$ cat src/verilog/tcc_pkg.sv
package tcc_pkg;
	// ************************************************************
	// bus geometry
	// ************************************************************
	localparam int AW = 8;
	localparam int DW = 32;
	localparam logic [1:0] LANE_LO = 2'h3;

	// ************************************************************
	// register offsets
	// ************************************************************
	localparam logic [AW-1:0] OFF_FLAG = 8'h10;
	localparam logic [AW-1:0] OFF_MODE = 8'h18;
	localparam logic [AW-1:0] OFF_CHEN = 8'h20;
	localparam logic [AW-1:0] OFF_CV = 8'h34;
	localparam logic [AW-1:0] OFF_PROTECTION_LEVEL = 8'h44;
	localparam logic [AW-1:0] OFF_STAT = 8'h48;

	// ************************************************************
	// field positions
	// ************************************************************
	localparam int MS_LSB = 0;
	localparam int FEN_BIT = 2;
	localparam int SEN_BIT = 3;
	localparam int COM_LSB = 4;
	localparam int EN_BIT = 0;
	localparam int POL_BIT = 1;
	localparam int NPOL_BIT = 3;
	localparam int FLAG_BIT = 1;
	localparam int PROTECTION_LEVEL_LSB = 0;
	localparam int CVA_LSB = 16;

	// ************************************************************
	// encodings and reset values
	// ************************************************************
	localparam logic [2:0] CM_TIMING = 3'h0;
	localparam logic [2:0] CM_SET = 3'h1;
	localparam logic [2:0] CM_CLR = 3'h2;
	localparam logic [2:0] CM_TOG = 3'h3;
	localparam logic [2:0] CM_FLOW = 3'h4;
	localparam logic [2:0] CM_FHIGH = 3'h5;
	localparam logic [2:0] CM_PWM0 = 3'h6;
	localparam logic [2:0] CM_PWM1 = 3'h7;
	localparam logic [1:0] MS_OUT = 2'h0;
	localparam logic [1:0] MS_OWN = 2'h1;
	localparam logic [1:0] MS_NEIGH = 2'h2;
	localparam logic [1:0] MS_TRIG = 2'h3;
	localparam logic [1:0] PROTECTION_LEVEL_LOCK = 2'h3;
	localparam logic [15:0] RST_MODE = 16'h0000;
endpackage

$ cat src/verilog/tcc_cmp_if.sv
`timescale 1ns/1ps
interface tcc_cmp_if #(parameter int CW = 16);
	logic [CW-1:0] cnt;
	logic [CW-1:0] cv;
	logic eq;
	logic lt;
	logic gt;
	logic matchEv;
	modport src (output cnt, output cv, input eq, input lt, input gt, input matchEv);
	modport cmp (input cnt, input cv, output eq, output lt, output gt, output matchEv);
endinterface

$ cat src/verilog/tcc_top.sv
`timescale 1ns/1ps
// Function
// - timing mode holds output prepare level
// - mode 001 sets prepare on match
// - mode 010 clears prepare on match
// - mode 011 toggles prepare on match
// - modes 100/101 force prepare low/high
// - PWM mode 0 level from direction, compare
// - PWM mode 1 is inverse level
// - PWM changes only on entry from timing mode, result change or fast trigger
// - outputs derived from prepare with polarities
// - protection 11 locks output mode and shadow bits while mode select is output
// - shadow value moves to active at update
// - fast enable: in PWM modes trigger edge sets level from direction
// - mode select picks output or input source
// - mode select writable only while disabled
// - low half-word or word access accepted
// - compare event sets channel event flag in output mode
module tcc_top #(
	parameter int CW = 16
) (
	input wire logic clk,
	input wire logic nrst,
	input wire logic [tcc_pkg::AW-1:0] busAddr,
	input wire logic [tcc_pkg::DW-1:0] busWdata,
	input wire logic [3:0] busBe,
	input wire logic busWr,
	input wire logic busRd,
	output logic [tcc_pkg::DW-1:0] busRdata,
	input wire logic [CW-1:0] counterValue,
	input wire logic countDown,
	input wire logic updateEvent,
	input wire logic trigEdge,
	input wire logic ownFilteredInput,
	input wire logic neighbourFilteredInput,
	input wire logic internalTriggerInput,
	output logic outputPrepareSignal,
	output logic channelOutput,
	output logic complementaryOutput,
	output logic channelEventFlag,
	output logic channelInputSource
);
	import tcc_pkg::*;

	// ************************************************************
	// decode helpers
	// ************************************************************
	function automatic logic isPwm(input logic [2:0] mode);
		return (mode == CM_PWM0) || (mode == CM_PWM1);
	endfunction

	function automatic logic hit(input logic [AW-1:0] addr, input logic [AW-1:0] off);
		return addr == off;
	endfunction

	// ************************************************************
	// state
	// ************************************************************
	logic [1:0] channelModeSelect;
	logic compareFastEnable;
	logic compareShadowEnable;
	logic [2:0] compareOutMode;
	logic channelEnableBit;
	logic channelPolarity;
	logic complementaryPolarity;
	logic [1:0] protectionLevel;
	logic [CW-1:0] shadowCv;
	logic [CW-1:0] activeCv;
	logic [2:0] prevOutMode;
	logic pwmResQ;
	logic [DW-1:0] rdMux;
	logic wrLanes;
	logic modeWr;
	logic chenWr;
	logic cvWr;
	logic protWr;
	logic flagWr;
	logic writeLock;
	logic pwmRes;
	logic pwmLvl;
	logic fastLvl;
	logic fastHit;
	logic enterPwm;
	logic resChange;
	logic flagSet;
	logic flagClr;
	logic next_prepare;
	logic [CW-1:0] next_shadowCv;

	tcc_cmp_if #(.CW(CW)) cmpBus ();

	tcc_cmp uCmp (
		.clk(clk),
		.nrst(nrst),
		.port(cmpBus.cmp)
	);

	assign cmpBus.cnt = counterValue;
	assign cmpBus.cv = activeCv;

	// ************************************************************
	// register write decode
	// ************************************************************
	// byte-only writes are dropped; low half-word lanes must both be on
	assign wrLanes = busWr && (busBe[1:0] == LANE_LO);
	assign modeWr = wrLanes && hit(busAddr, OFF_MODE);
	assign chenWr = wrLanes && hit(busAddr, OFF_CHEN);
	assign cvWr = wrLanes && hit(busAddr, OFF_CV);
	assign protWr = wrLanes && hit(busAddr, OFF_PROTECTION_LEVEL);
	assign flagWr = wrLanes && hit(busAddr, OFF_FLAG);
	assign writeLock = (protectionLevel == PROTECTION_LEVEL_LOCK) && (channelModeSelect == MS_OUT);

	// ************************************************************
	// channel mode control register
	// ************************************************************
	always_ff @(posedge clk) begin
		if (!nrst) begin
			channelModeSelect <= RST_MODE[MS_LSB +: 2];
			compareFastEnable <= RST_MODE[FEN_BIT];
			compareShadowEnable <= RST_MODE[SEN_BIT];
			compareOutMode <= RST_MODE[COM_LSB +: 3];
		end else if (modeWr) begin
			if (!channelEnableBit) begin
				channelModeSelect <= busWdata[MS_LSB +: 2];
			end
			compareFastEnable <= busWdata[FEN_BIT];
			if (!writeLock) begin
				compareShadowEnable <= busWdata[SEN_BIT];
				compareOutMode <= busWdata[COM_LSB +: 3];
			end
		end
	end

	// ************************************************************
	// enable, polarity and protection registers
	// ************************************************************
	always_ff @(posedge clk) begin
		if (!nrst) begin
			channelEnableBit <= 1'b0;
			channelPolarity <= 1'b0;
			complementaryPolarity <= 1'b0;
		end else if (chenWr) begin
			channelEnableBit <= busWdata[EN_BIT];
			channelPolarity <= busWdata[POL_BIT];
			complementaryPolarity <= busWdata[NPOL_BIT];
		end
	end

	always_ff @(posedge clk) begin
		if (!nrst) begin
			protectionLevel <= 2'h0;
		end else if (protWr) begin
			protectionLevel <= busWdata[PROTECTION_LEVEL_LSB +: 2];
		end
	end

	// ************************************************************
	// compare value and its shadow
	// ************************************************************
	assign next_shadowCv = cvWr ? busWdata[CW-1:0] : shadowCv;

	always_ff @(posedge clk) begin
		if (!nrst) begin
			shadowCv <= '0;
		end else begin
			shadowCv <= next_shadowCv;
		end
	end

	// a write landing with the update is carried along, not lost
	always_ff @(posedge clk) begin
		if (!nrst) begin
			activeCv <= '0;
		end else if (compareShadowEnable) begin
			if (updateEvent) begin
				activeCv <= next_shadowCv;
			end
		end else if (cvWr) begin
			activeCv <= busWdata[CW-1:0];
		end
	end

	// ************************************************************
	// output prepare generation
	// ************************************************************
	assign pwmRes = countDown ? ~cmpBus.gt : cmpBus.lt;
	assign pwmLvl = (compareOutMode == CM_PWM0) ? pwmRes : ~pwmRes;
	assign fastLvl = (compareOutMode == CM_PWM0) ? countDown : ~countDown;
	assign fastHit = compareFastEnable && trigEdge && isPwm(compareOutMode);
	assign enterPwm = isPwm(compareOutMode) && (prevOutMode == CM_TIMING);
	assign resChange = pwmRes != pwmResQ;

	always_comb begin
		next_prepare = outputPrepareSignal;
		case (compareOutMode)
			CM_TIMING: begin
				next_prepare = outputPrepareSignal;
			end
			CM_SET: begin
				if (cmpBus.matchEv) begin
					next_prepare = 1'b1;
				end
			end
			CM_CLR: begin
				if (cmpBus.matchEv) begin
					next_prepare = 1'b0;
				end
			end
			CM_TOG: begin
				if (cmpBus.matchEv) begin
					next_prepare = ~outputPrepareSignal;
				end
			end
			CM_FLOW: begin
				next_prepare = 1'b0;
			end
			CM_FHIGH: begin
				next_prepare = 1'b1;
			end
			CM_PWM0, CM_PWM1: begin
				// fast trigger wins over a comparison change in the same cycle
				if (fastHit) begin
					next_prepare = fastLvl;
				end else if (enterPwm || resChange) begin
					next_prepare = pwmLvl;
				end
			end
			default: begin
				next_prepare = outputPrepareSignal;
			end
		endcase
	end

	always_ff @(posedge clk) begin
		if (!nrst) begin
			outputPrepareSignal <= 1'b0;
			prevOutMode <= CM_TIMING;
			pwmResQ <= 1'b0;
		end else begin
			outputPrepareSignal <= next_prepare;
			prevOutMode <= compareOutMode;
			pwmResQ <= pwmRes;
		end
	end

	// ************************************************************
	// channel outputs and input source
	// ************************************************************
	// outputs idle low while disabled or in input mode
	always_ff @(posedge clk) begin
		if (!nrst) begin
			channelOutput <= 1'b0;
			complementaryOutput <= 1'b0;
		end else if (channelEnableBit && (channelModeSelect == MS_OUT)) begin
			channelOutput <= next_prepare ^ channelPolarity;
			complementaryOutput <= ~next_prepare ^ complementaryPolarity;
		end else begin
			channelOutput <= 1'b0;
			complementaryOutput <= 1'b0;
		end
	end

	always_ff @(posedge clk) begin
		if (!nrst) begin
			channelInputSource <= 1'b0;
		end else begin
			case (channelModeSelect)
				MS_OWN: channelInputSource <= ownFilteredInput;
				MS_NEIGH: channelInputSource <= neighbourFilteredInput;
				MS_TRIG: channelInputSource <= internalTriggerInput;
				default: channelInputSource <= 1'b0;
			endcase
		end
	end

	// ************************************************************
	// channel event flag
	// ************************************************************
	assign flagSet = (channelModeSelect == MS_OUT) && cmpBus.matchEv;
	assign flagClr = flagWr && !busWdata[FLAG_BIT];

	always_ff @(posedge clk) begin
		if (!nrst) begin
			channelEventFlag <= 1'b0;
		end else if (flagSet) begin
			channelEventFlag <= 1'b1;
		end else if (flagClr) begin
			channelEventFlag <= 1'b0;
		end
	end

	// ************************************************************
	// read back
	// ************************************************************
	always_comb begin
		rdMux = '0;
		case (busAddr)
			OFF_FLAG: rdMux[FLAG_BIT] = channelEventFlag;
			OFF_MODE: begin
				rdMux[MS_LSB +: 2] = channelModeSelect;
				rdMux[FEN_BIT] = compareFastEnable;
				rdMux[SEN_BIT] = compareShadowEnable;
				rdMux[COM_LSB +: 3] = compareOutMode;
			end
			OFF_CHEN: begin
				rdMux[EN_BIT] = channelEnableBit;
				rdMux[POL_BIT] = channelPolarity;
				rdMux[NPOL_BIT] = complementaryPolarity;
			end
			OFF_CV: rdMux[CW-1:0] = shadowCv;
			OFF_PROTECTION_LEVEL: rdMux[PROTECTION_LEVEL_LSB +: 2] = protectionLevel;
			OFF_STAT: begin
				rdMux[0] = outputPrepareSignal;
				rdMux[1] = channelOutput;
				rdMux[2] = complementaryOutput;
				rdMux[3] = cmpBus.eq;
				rdMux[CVA_LSB +: CW] = activeCv;
			end
			default: rdMux = '0;
		endcase
	end

	always_ff @(posedge clk) begin
		if (!nrst) begin
			busRdata <= '0;
		end else if (busRd) begin
			busRdata <= rdMux;
		end else begin
			busRdata <= '0;
		end
	end

	// ************************************************************
	// checks
	// ************************************************************
	timing_hold_a: assert property (@(posedge clk) disable iff (!nrst)
		(compareOutMode == CM_TIMING) |=> $stable(outputPrepareSignal))
		else $error("prepare moved in timing mode");

	set_match_a: assert property (@(posedge clk) disable iff (!nrst)
		(compareOutMode == CM_SET) && cmpBus.matchEv |=> outputPrepareSignal)
		else $error("prepare not set on match");

	clr_match_a: assert property (@(posedge clk) disable iff (!nrst)
		(compareOutMode == CM_CLR) && cmpBus.matchEv |=> !outputPrepareSignal)
		else $error("prepare not cleared on match");

	toggle_match_a: assert property (@(posedge clk) disable iff (!nrst)
		(compareOutMode == CM_TOG) && cmpBus.matchEv
		|=> outputPrepareSignal != $past(outputPrepareSignal))
		else $error("prepare did not toggle on match");

	force_level_a: assert property (@(posedge clk) disable iff (!nrst)
		(compareOutMode == CM_FHIGH) |=> outputPrepareSignal)
		else $error("prepare not forced high");

	force_low_a: assert property (@(posedge clk) disable iff (!nrst)
		(compareOutMode == CM_FLOW) [*2] |-> !outputPrepareSignal)
		else $error("prepare not forced low");

	pwm0_up_a: assert property (@(posedge clk) disable iff (!nrst)
		(compareOutMode == CM_PWM0) && !countDown && resChange && !fastHit
		|=> outputPrepareSignal == $past(cmpBus.lt))
		else $error("pwm mode 0 up level wrong");

	pwm1_down_a: assert property (@(posedge clk) disable iff (!nrst)
		(compareOutMode == CM_PWM1) && countDown && resChange && !fastHit
		|=> outputPrepareSignal == $past(cmpBus.gt))
		else $error("pwm mode 1 down level wrong");

	pwm_hold_a: assert property (@(posedge clk) disable iff (!nrst)
		isPwm(compareOutMode) && !enterPwm && !resChange && !fastHit
		|=> $stable(outputPrepareSignal))
		else $error("pwm level changed without cause");

	out_polarity_a: assert property (@(posedge clk) disable iff (!nrst)
		channelEnableBit && (channelModeSelect == MS_OUT)
		|=> (channelOutput == (outputPrepareSignal ^ $past(channelPolarity)))
		&& (complementaryOutput != channelOutput) == ($past(channelPolarity)
		== $past(complementaryPolarity)))
		else $error("channel outputs disagree with prepare");

	protection_level_lock_a: assert property (@(posedge clk) disable iff (!nrst)
		writeLock && modeWr |=> $stable(compareOutMode) && $stable(compareShadowEnable))
		else $error("locked field was written");

	shadow_hold_a: assert property (@(posedge clk) disable iff (!nrst)
		compareShadowEnable && !updateEvent |=> $stable(activeCv))
		else $error("active value moved without update");

	direct_cv_a: assert property (@(posedge clk) disable iff (!nrst)
		cvWr && !compareShadowEnable |=> activeCv == $past(busWdata[CW-1:0]))
		else $error("direct compare write not applied");

	fast_hit_a: assert property (@(posedge clk) disable iff (!nrst)
		fastHit |=> outputPrepareSignal == $past(fastLvl))
		else $error("fast trigger not applied");

	mode_lock_a: assert property (@(posedge clk) disable iff (!nrst)
		channelEnableBit |=> $stable(channelModeSelect))
		else $error("mode select changed while enabled");

	flag_set_a: assert property (@(posedge clk) disable iff (!nrst)
		flagSet |=> channelEventFlag)
		else $error("compare event did not set flag");
endmodule

$ cat src/verilog/tcc_cmp.sv
`timescale 1ns/1ps
module tcc_cmp (
	input wire logic clk,
	input wire logic nrst,
	tcc_cmp_if.cmp port
);
	logic eqQ;

	assign port.eq = (port.cnt == port.cv);
	assign port.lt = (port.cnt < port.cv);
	assign port.gt = (port.cnt > port.cv);

	// a stalled counter sitting on the compare value gives one event only
	always_ff @(posedge clk) begin
		if (!nrst) begin
			// counter and compare value both reset to zero: no event out of reset
			eqQ <= 1'b1;
		end else begin
			eqQ <= port.eq;
		end
	end

	assign port.matchEv = port.eq & ~eqQ;

	match_edge_a: assert property (@(posedge clk) disable iff (!nrst)
		port.matchEv |=> !port.matchEv)
		else $error("compare event lasted more than one cycle");
endmodule

$ cat config.mk
export PLATFORM = sky130hd
export DESIGN_NAME = tcc_top
export DESIGN_NICKNAME = d
export VERILOG_FILES = /design/src/verilog/tcc_pkg.sv /design/src/verilog/tcc_cmp_if.sv /design/src/verilog/tcc_top.sv /design/src/verilog/tcc_cmp.sv
export SDC_FILE = /design/constraint.sdc
export NUM_CORES = 1
export LEC_CHECK = 0
export CAP_MARGIN = 20
export CORE_MARGIN = 5
export CORE_UTILIZATION = 25
export DETAILED_ROUTE_END_ITERATION = 12
export DONT_BUFFER_PORTS = 1
export SLEW_MARGIN = 20
export SYNTH_ARGS = -nofsm -noshare
export SYNTH_HDL_FRONTEND = slang
export SYNTH_HIERARCHICAL = 1
export SYNTH_SLANG_ARGS = --single-unit
export TNS_END_PERCENT = 100
$ cat constraint.sdc
create_clock -name clk -period 3.5 [get_ports clk]
set_clock_uncertainty 0.05 [all_clocks]
set_input_delay 0.525 -clock clk [delete_from_list [all_inputs] [get_ports clk]]
set_output_delay 0.525 -clock clk [all_outputs]
set_load 0.02 [all_outputs]
# Word level (Yosys, flattened, before mapping)
# Index checks and enable logic that the tools add are counted.
# word_totals
latch_bits	0
register_bits	86
rom_bits	0
wordCells	105
mem_count	0
inputBits	70
ramBits	0
# classes
n_eq_ne	21
n_lt_le_gt_ge	2
n_mux	21
n_div	0
addsub	0
multipliers	0
n_reduce_logical	29
bitwise_logic	11
shifts	0
# ops
operator	count
2-to-1 mux 16 bit	4
equality test 16 bit	1
equality test 8 x 5 -> 1 bit, second input constant	2
equality test 8 x 6 -> 1 bit, second input constant	2
equality test 8 x 7 -> 1 bit, second input constant	2
greater-than comparator 16 bit	1
less-than comparator 16 bit	1
logical AND 1 bit	13
equality test 3 bit, second input constant	4
2-to-1 mux 1 bit	10
AND reduction 2 bit	5
equality test 2 bit, second input constant	4
NOT 1 bit	8
case mux 1 bit (7 select lines)	1
equality test 3 x 2 -> 1 bit, second input constant	2
zero test 3 bit	2
case mux 1 bit (3 select lines)	2
case mux 1 bit (6 select lines)	1
case mux 3 bit (2 select lines)	1
AND reduction 3 bit	2
case mux 1 bit (5 select lines)	1
case mux 1 bit (4 select lines)	1
nonzero test 2 bit	2
equality test 3 x 1 -> 1 bit, second input constant	1
other kinds (9)	11

# Depth between registers and ports, before layout
# Gate-level depths: netlist of run 1.
# logic_depth
word_depth	10
depth_mapped	13
depth_no_buf	13

# Hierarchy
# The synthesis of run 1 kept the hierarchy.
# modules_own_cells
mod	n_inst	cells_each	area_each_um2
tcc_top	1	389	3429.5
tcc_cmp	1	61	478.0

# Worst setup path before layout of run 1
# OpenSTA, ideal clock, no wires.
# synth_timing
path_type	in2reg
from	input port counterValue[14]
to	register channelOutput
t_required_ps	3387
slack_ps	680
setup_ps	63
path_buffers	0
stages	12
t_arrival_ps	2708
cell_sequence	ha_1 nand4_2 nor4_2 nand2_1 nor2_1 inv_1 ha_1 nand2b_1 a21oi_1 a211o_1 a2111o_1 nand3_1
# synth_rtl
item	line	text
from (decl)	tcc_top.sv:30	input wire logic [CW-1:0] counterValue,
equality test 16 bit (*)	tcc_cmp.sv:9	assign port.eq = (port.cnt == port.cv);
bitwise AND 1 bit (*)	tcc_cmp.sv:23	assign port.matchEv = port.eq & ~eqQ;
via cmpBus.matchEv	tcc_cmp_if.sv:8	logic matchEv;
2-to-1 mux 1 bit, on equally long branches	tcc_top.sv:210, tcc_top.sv:200, tcc_top.sv:205	
case mux 1 bit (7 select lines) (*)	tcc_top.sv:195	case (compareOutMode)
XOR 1 bit (*)	tcc_top.sv:255	channelOutput <= next_prepare ^ channelPolarity;
to (signal assigned)	tcc_top.sv:255	
to (decl)	tcc_top.sv:38	output logic channelOutput,
# The timed path passes the listed nets; every way through them passes the cells marked *.
# A chain may end at the register's enable or synchronous reset.

# Worst setup path in the final report of run 1
# layout_timing
from	register activeCv[11]
to	register channelOutput
# layout_rtl
item	line	text
from (decl)	tcc_top.sv:68	logic [CW-1:0] activeCv;
from (signal assigned)	tcc_top.sv:176	activeCv <= next_shadowCv;
from (signal assigned)	tcc_top.sv:179	activeCv <= busWdata[CW-1:0];
equality test 16 bit (*)	tcc_cmp.sv:9	
bitwise AND 1 bit (*)	tcc_cmp.sv:23	
via cmpBus.matchEv	tcc_cmp_if.sv:8	
2-to-1 mux 1 bit, on equally long branches	tcc_top.sv:210, tcc_top.sv:200, tcc_top.sv:205	
case mux 1 bit (7 select lines) (*)	tcc_top.sv:195	
XOR 1 bit (*)	tcc_top.sv:255	
# Marks and branches as above.

==> run_results.csv, run 1 <==
group,metric,value,unit
finish,fillCellCount,1588,
clocking,root_buffer,"clkbuf_16",
setup_path,rr_worst_depth,13,
route,drc,0,
clocking,cts_buffers,9,
setup_path,worst_ep_arrival_time,3.22,ns
finish,final_core_util,28.9,%
timing,fin_crit_sh,87.0,%
clocking,ctsHoldBuffers,0,
route,drt_iter0_markers,335,
global_routing,grt-ovfl-total,0,
setup_path,cpPeakStageDelay,0.39,ns
logic_synthesis,netlist_area,3910,um2
setup_path,crit_family,"simple AND/OR/NAND/NOR gates",
finish,register_area,1720,um2
place,preCtsSetupSlack,0.324,ns
logic_synthesis,synth_edf_count,0,
setup_path,slowest_stage,"dfxtp_1",
logic_synthesis,synth_fp_nets,538,
timing,setup-violations-final,0,
clocking,postCtsResizedCells,0,
global_routing,track_usage,11.6,%
logic_synthesis,synthTopCellsByCount,"86 x dfxtp_1, 64 x nand2_1, 43 x nand3_1",
power_and_ir_drop,p_leak,1.51,nW
timing,slew_violations,0,
finish,antenna_cells,0,
route,routed_wl,10800,um
logic_synthesis,synth-async-reset-ratio,0,%
timing,fmax,328,MHz
global_routing,grt_pass1_vias,3089,
clocking,numClockSinks,86,
timing,fin_hold_ws,0.203,ns
route,ant_nets,0,
die,die_w,135,um
setup_path,worst-setup-path-type,"flip-flop to flip-flop",
clocking,clockBufferDepth,2,
finish,layout-drive-gt1-share,8.74,%
setup_path,endpoint_kind,"flip-flop",
route,first_pass_iters,5,
run_status,status,"complete, no violations",
route,wl_per_cell,16.4,um
die,core_area,15300,um2
place,placed_area,4110,um2
global_routing,antenna_found_initial,0,
logic_synthesis,yosysTopAreaCell,"dfxtp_1",
setup_path,cp.depth,13,
global_routing,grt_pass1_wl,16600,um
logic_synthesis,ys.flop_type,"dfxtp_1",
setup_path,critPathRequiredTime,3.67,ns
logic_synthesis,synth_top_area_share,44.1,%
run,drv_cap,0,
place,place_congestion,0.885,
logic_synthesis,ys_seq_elements,86,
logic_synthesis,synth_cells,450,
global_routing,grt_max_degree,49,
clocking,clkLatencyLatePin,0.34,ns
finish,final_cell_area,4410,um2
setup_path,start_kind,"flip-flop",
power_and_ir_drop,p_per_area,453,nW/um2
clocking,cts_tree,"built",
timing,rsz0062_at_grt,"no",
timing,max_slew.worst_pin.slew,0.994,ns
clocking,htreeDepth,3,
timing,layout_min_cycle_time,3.05,ns
timing,setup_tns,0,ns
route,vias,3162,
logic_synthesis,yosys_warnings,6,
clocking,cts_setup_buffers,0,
clocking,clk_pin_slew,0.07,ns
logic_synthesis,synth_most_common_cell,"dfxtp_1",
die,num_rows,45,
die,fp.dieH,135,um
finish,final_nets,529,
setup_path,path_buf_inv,2,
finish,syn_to_final_growth,12.9,%
timing,slew_headroom,33.5,%
place,portBuffers,0,
timing,hold_violations,0,
route,via_per_inst,4.81,
die,initial_core_util,25.6,%
logic_synthesis,syn_area_per_cell,8.68,um2
logic_synthesis,synthTopCellsByArea,"dfxtp_1 44%, nand2_1 6.1%, ha_1 5.8%, nand3_1 5.5%, and2_1 5.1%",
power_and_ir_drop,peakVddDrop,193,uV
place,post-dp-hpwl,7980,um
setup_path,path_max_fanout,5,
logic_synthesis,ys_types,55,
logic_synthesis,yosysSeqAreaShare,44.1,%
timing,worst_slack,0.454,ns
finish,multi_input_area,2010,um2
die,io-pin-count,107,
die,die_area,18200,um2
setup_path,cp_cell_sequence,"inv_1 -> ha_1 -> nand4_4 -> nor4_2 -> nand2_1 -> nor2_1 -> inv_1 -> ha_1 -> o21a_1 -> a221oi_1 -> a211o_1 -> mux2i_1 -> nand3_1",
hold_path,hold_path_class,"primary input to flip-flop",
hold_path,hold_depth,1,
## final timing paths
check / startpoint / end / slack (ns)
hold / removal: nrst / uCmp/eqQ / 0.20
setup / recovery: activeCv[11] / channelOutput / 0.45
hold reg to reg: shadowCv[8] / shadowCv[8] / 0.42
setup reg to reg: activeCv[11] / channelOutput / 0.45
## cells in the final DEF (no fill, tap or decap), drive strengths merged, types with 5 or more instances in the layout
cell type	Yosys	final
a21oi	27	27
dfxtp	86	86
a31oi	18	18
nand4	6	6
inv	22	23
nand3	43	43
a22o	5	5
clkbuf	22	9
mux2i	14	14
and2	32	32
nand2	64	64
ha	18	18
nor2	31	31
## cell families (layout without fill, tap and decap cells)
logic type	Yosys count	in the layout	share of synthesized area, %
AOI/OAI and AO/OA	79	79	13.5
xor gates and xnor gates	1	1	0.224
adders and majority gates	18	18	5.76
buffers and inverters	46	42	4.45
DFF	86	86	44.1
muxes	16	16	4.16
and+or+nand+nor	204	204	27.9
## report_power, final
group          total (W)  internal, W  leakage, nW  switching [W]
clock           0.000954     0.000554        0.142       0.000400
sequential      0.000981     0.000980        0.693    0.000000820
combinational  0.0000630    0.0000265        0.678      0.0000366
total            0.00200      0.00156         1.51       0.000437
## through the flow
stage               total power, W  instances
floorplan                  0.00105        450
global placement           0.00106        641
detailed placement         0.00107        641
CTS                        0.00202        657
global route               0.00207        657
finish                     0.00200        657
## final cells by class
class                      count  area share [%]
sequential                    86            39.0
clock inverter                 7            1.65
timing repair buffer           4           0.681
tap                          211            5.99
inverter                      22            1.87
multi-input combinational    318            45.7
clock buffer                   9            5.11
## registers in the layout, summed over array words and instances (netlist names), 2 cells and up
name and flops:
busRdata 32, activeCv 16, shadowCv 16, compareOutMode 3
prevOutMode 3, channelModeSelect 2, protectionLevel 2
## metal layers
layer | GRT usage [%] | vias to the layer above | share of wire, %
met4 | 4.59 | 0 | 2.6
li1 | - | 1550 | -
met5 | 0 | - | 0
met3 | 3.20 | 18 | 6.6
met1 | 13.9 | 1495 | 41
met2 | 19.5 | 99 | 50
Power figures use the tool's default switching activity.
==> run 2, diff against run 1 <==
==> constraint.sdc (replaced) <==
create_clock -name clk -period 3.3 [get_ports clk]
set_clock_uncertainty 0.05 [all_clocks]
set_input_delay 0.495 -clock clk [delete_from_list [all_inputs] [get_ports clk]]
set_output_delay 0.495 -clock clk [all_outputs]
set_load 0.02 [all_outputs]
==> run_results.csv, run 2 (synthesis gave the netlist of run 1 again) <==
group,metric,value,unit
place,post-dp-hpwl,8060,um
timing,rsz0062_at_grt,"no",
route,first_pass_iters,5,
setup_path,slowest_stage,"dfxtp_1",
setup_path,cp_cell_sequence,"inv_1 -> ha_1 -> nand4_4 -> nor4_4 -> nand2_1 -> nor2_2 -> inv_1 -> ha_1 -> o21a_1 -> a221oi_1 -> a211o_1 -> mux2i_1 -> nand3_1",
finish,antenna_cells,0,
die,core_area,15300,um2
global_routing,grt-ovfl-total,0,
route,ant_nets,0,
setup_path,rrSetupSlack,0.29,ns
clocking,cts_setup_buffers,0,
finish,final_common_cell,"dfxtp_1",
clocking,cts_buffers,9,
clocking,numClockSinks,86,
clocking,clk_pin_slew,0.06,ns
setup_path,crit_end,"channelOutput",
clocking,root_buffer,"clkbuf_16",
global_routing,track_usage,11.5,%
timing,slew_headroom,40.3,%
clocking,ctsHoldBuffers,0,
timing,hold_violations,0,
power_and_ir_drop,p_leak,1.55,nW
power_and_ir_drop,p_per_area,499,nW/um2
timing,fin_hold_ws,0.170,ns
clocking,postCtsResizedCells,0,
setup_path,cpPeakStageDelay,0.39,ns
finish,syn_to_final_growth,14.4,%
finish,final_nets,531,
timing,slew_violations,0,
route,drt_iter0_markers,268,
run_status,status,"complete, no violations",
finish,final_cell_area,4470,um2
setup_path,start_kind,"flip-flop",
setup_path,regToRegStartpoint,"activeCv[11]",
die,fp.dieH,135,um
setup_path,worst_ep_arrival_time,3.18,ns
global_routing,grt_max_degree,49,
finish,layout_common_cells,"86 x dfxtp_1, 64 x nand2_1, 43 x nand3_1",
global_routing,antenna_found_initial,0,
finish,register_area,1720,um2
setup_path,critPathRequiredTime,3.47,ns
timing,setup-violations-final,0,
clocking,htreeDepth,3,
hold_path,hold_path_class,"primary input to flip-flop",
finish,largest_reg_flops,32,
timing,max_slew.worst_pin.slew,0.892,ns
setup_path,rr_worst_depth,13,
finish,top_regs,"busRdata (32), activeCv (16), shadowCv (16)",
finish,fillCellCount,1584,
run,drv_cap,0,
place,placed_area,4130,um2
die,die_w,135,um
finish,multi_input_area,2030,um2
die,io-pin-count,107,
setup_path,worstReg2RegEnd,"channelOutput",
clocking,cts_tree,"built",
setup_path,crit_path_start,"activeCv[11]",
clocking,clockBufferDepth,2,
power_and_ir_drop,peakVddDrop,199,uV
global_routing,grt_pass1_wl,16400,um
die,die_area,18200,um2
route,drc,0,
finish,layout-drive-gt1-share,9.38,%
place,place_congestion,0.878,
finish,top_register,"busRdata",
place,portBuffers,0,
setup_path,path_max_fanout,5,
route,via_per_inst,4.85,
global_routing,grt_pass1_vias,3036,
route,wl_per_cell,16.3,um
die,num_rows,45,
die,initial_core_util,25.6,%
route,vias,3193,
route,routed_wl,10800,um
timing,layout_min_cycle_time,3.01,ns
timing,setup_tns,0,ns
setup_path,endpoint_kind,"flip-flop",
timing,fin_crit_sh,91.2,%
clocking,clkLatencyLatePin,0.34,ns
setup_path,worst-setup-path-type,"flip-flop to flip-flop",
timing,fmax,332,MHz
==> run 2: report_power, final <==
group	internal (W)	leakage [nW]	switching, W	total (W)
combinational	0.0000285	0.697	0.0000394	0.0000679
clock	0.000691	0.161	0.000433	0.00112
sequential	0.00104	0.693	0.00000101	0.00104
==> run 2: stage by stage <==
step | utilization, % | power [W] | cells | worst slack (ns)
after floorplan | - | 0.00112 | 450 | 0.510
after global placement | 27.1 | 0.00113 | 643 | 0.178
after detailed placement | 27.1 | 0.00113 | 643 | 0.132
after CTS | 29.2 | 0.00225 | 659 | 0.210
after global routing | 29.3 | 0.00231 | 659 | 0.0338
final | 29.3 | 0.00223 | 659 | 0.290
==> run 2: layout make-up <==
cell class,instances,area share [%]
Clock inverter,6,2.07
Timing Repair Buffer,6,1.01
Multi-Input combinational cell,318,45.3
Sequential cell,86,38.5
Tap cell,211,5.91
Clock buffer,10,5.35
Inverter,22,1.85
==> run 2: per-layer routing <==
metal	track usage, %	routed length, um	part of all wire (%)
met3	3.28	819	7.6
met2	18.8	5240	49
met4	5.77	291	2.7
met1	13.9	4420	41
met5	0	0	0
==> run 2: critical path: cells and delay by family (launching register included) <==
family | cells | cell delay, ns
and+or+nand+nor | 5 | 0.83
AOI/OAI and AO/OA | 3 | 0.72
adders and majority gates | 2 | 0.53
DFF | 1 | 0.39
muxes | 1 | 0.24
buffers and inverters | 2 | 0.13
==> run 2: worst min path at each step <==
stage	from	to	slack (ns)	cells past startpoint
after floorplan	shadowCv[10]	shadowCv[10]	0.39	2
after global placement	shadowCv[10]	shadowCv[10]	0.40	2
after detailed placement	shadowCv[10]	shadowCv[10]	0.41	2
after CTS	nrst	uCmp/eqQ	0.16	1
after global routing	nrst	uCmp/eqQ	0.16	1
final	nrst	uCmp/eqQ	0.17	1
==> run 3, diff against run 2 <==
==> constraint.sdc (replaced) <==
create_clock -name clk -period 3.2 [get_ports clk]
set_clock_uncertainty 0.05 [all_clocks]
set_input_delay 0.48 -clock clk [delete_from_list [all_inputs] [get_ports clk]]
set_output_delay 0.48 -clock clk [all_outputs]
set_load 0.02 [all_outputs]
==> run_results.csv, run 3 (synthesis gave the netlist of run 1 again) <==
group,metric,value,unit
run_status,status,"complete, no violations",
global_routing,grt_pass1_vias,3110,
power_and_ir_drop,total_power,0.00220,W
timing,fin_crit_sh,91.5,%
timing,hold_violations,0,
die,num_rows,45,
die,die_area,18200,um2
setup_path,worst_ep_arrival_time,3.09,ns
timing,max_slew.worst_pin.slew,0.718,ns
clocking,clk_pin_slew,0.07,ns
power_and_ir_drop,p_per_area,492,nW/um2
timing,slew_violations,0,
route,drt_iter0_markers,268,
setup_path,rr_worst_depth,13,
global_routing,grt_max_degree,49,
timing,slew_headroom,52.1,%
timing,worst_slack,0.273,ns
power_and_ir_drop,p_clk_share,48.0,%
timing,setup-violations-final,0,
finish,antenna_cells,0,
setup_path,start_kind,"flip-flop",
route,routed_wl,11000,um
clocking,clockBufferDepth,2,
route,vias,3212,
setup_path,path_max_fanout,5,
place,post-dp-hpwl,8100,um
clocking,root_buffer,"clkbuf_16",
power_and_ir_drop,pwr-share-seq,48.8,%
route,wl_per_cell,16.5,um
hold_path,hold_path_class,"primary input to flip-flop",
clocking,htreeDepth,3,
timing,setup_tns,0,ns
finish,final_common_cell,"dfxtp_1",
place,place_inst,647,
die,fp.dieH,135,um
die,io-pin-count,107,
route,first_pass_iters,5,
finish,top_register,"busRdata",
power_and_ir_drop,p_comb_share,3.2,%
run,drv_cap,0,
global_routing,grt-ovfl-total,0,
finish,layout-drive-gt1-share,10.4,%
power_and_ir_drop,power_switching_share,22.2,%
die,initial_core_util,25.6,%
route,ant_nets,0,
global_routing,antenna_found_initial,0,
clocking,ctsHoldBuffers,0,
place,portBuffers,0,
route,drc,0,
timing,fmax,342,MHz
timing,rsz0062_at_grt,"no",
finish,fillCellCount,1568,
place,preCtsSetupSlack,0.0156,ns
hold_path,hold_depth,1,
finish,syn_to_final_growth,14.4,%
finish,final_nets,535,
route,via_per_inst,4.84,
die,core_area,15300,um2
finish,largest_reg_flops,32,
die,die_w,135,um
finish,top_regs,"busRdata (32), activeCv (16), shadowCv (16)",
clocking,cts_tree,"built",
place,place_congestion,0.903,
global_routing,track_usage,11.7,%
clocking,numClockSinks,86,
global_routing,grt_pass1_wl,16900,um
power_and_ir_drop,p_leak,1.56,nW
timing,layout_min_cycle_time,2.93,ns
finish,layoutNonFillerInstCount,663,
power_and_ir_drop,peakVddDrop,192,uV
finish,layout_common_cells,"86 x dfxtp_1, 63 x nand2_1, 43 x nand3_1",
setup_path,critPathRequiredTime,3.36,ns
setup_path,endpoint_kind,"flip-flop",
clocking,clkLatencyLatePin,0.34,ns
clocking,cts_buffers,9,
setup_path,worst-setup-path-type,"flip-flop to flip-flop",
power_and_ir_drop,internal-power,0.00171,W
power_and_ir_drop,switchingPower,0.000488,W
[run 3: changes by cell type in the layout (fill, tap and decap cells not counted), sizes merged]
cell	change
clkinv	+2
bufinv	-1
buf	+4
clkbuf	-1
[run 3: what timing repair did]
item                                    in CTS  in global routing
gates resized for setup                      0                  3
endpoints found under the setup margin       0                  2
hold endpoints to repair                     0                  0
setup buffers                                0                  0
[run 3: worst paths after layout]
kind / to / slack, ns / from
max reg2reg: complementaryOutput / 0.27 / activeCv[9]
max: complementaryOutput / 0.27 / activeCv[9]
min reg2reg: shadowCv[8] / 0.42 / shadowCv[8]
min: uCmp/eqQ / 0.16 / nrst
[run 3: final cells by class]
class / count / area [um2] / area share, %
clock buffers: 9 / 225 / 5.04
clock inverters: 7 / 72.6 / 1.62
inverters: 22 / 82.6 / 1.85
multi-input cells: 318 / 2030 / 45.4
flip-flops and latches: 86 / 1720 / 38.5
well taps: 211 / 264 / 5.91
repair buffers: 10 / 75.1 / 1.68
[run 3: worst max-delay path, stage by stage, from the launching register on]
cell,delay (ns)
dfxtp_1,0.36
inv_1,0.06
ha_1,0.33
nand4_4,0.13
nor4_4,0.32
nand2_2,0.12
nor2_2,0.12
inv_1,0.07
ha_1,0.17
o21a_1,0.17
a221oi_1,0.33
a211o_1,0.26
mux2i_1,0.23
nand3_1,0.09
[run 3: stage by stage]
stage | hold slack, ns | utilization [%] | cell area (um2)
global placement | 0.404 | 27.2 | 4160
detailed placement | 0.411 | 27.2 | 4160
global route | 0.176 | 29.3 | 4470
CTS | 0.144 | 29.2 | 4460
floorplan | 0.395 | - | 3910
finish | 0.160 | 29.3 | 4470
[run 3: power groups by stage]
stage               clock, W  combinational (W)  sequential (W)
floorplan                  0          0.0000563         0.00110
global placement           0          0.0000675         0.00110
detailed placement         0          0.0000698         0.00110
CTS                  0.00109          0.0000701         0.00107
global route         0.00112          0.0000795         0.00107
finish               0.00105          0.0000712         0.00107
[run 3: layer usage]
metal	up-vias	global-route usage, %	routed length [um]
met5	-	0	0
met2	107	18.8	5370
met3	19	3.50	799
li1	1572	-	-
met1	1514	14.3	4530
met4	0	5.66	257
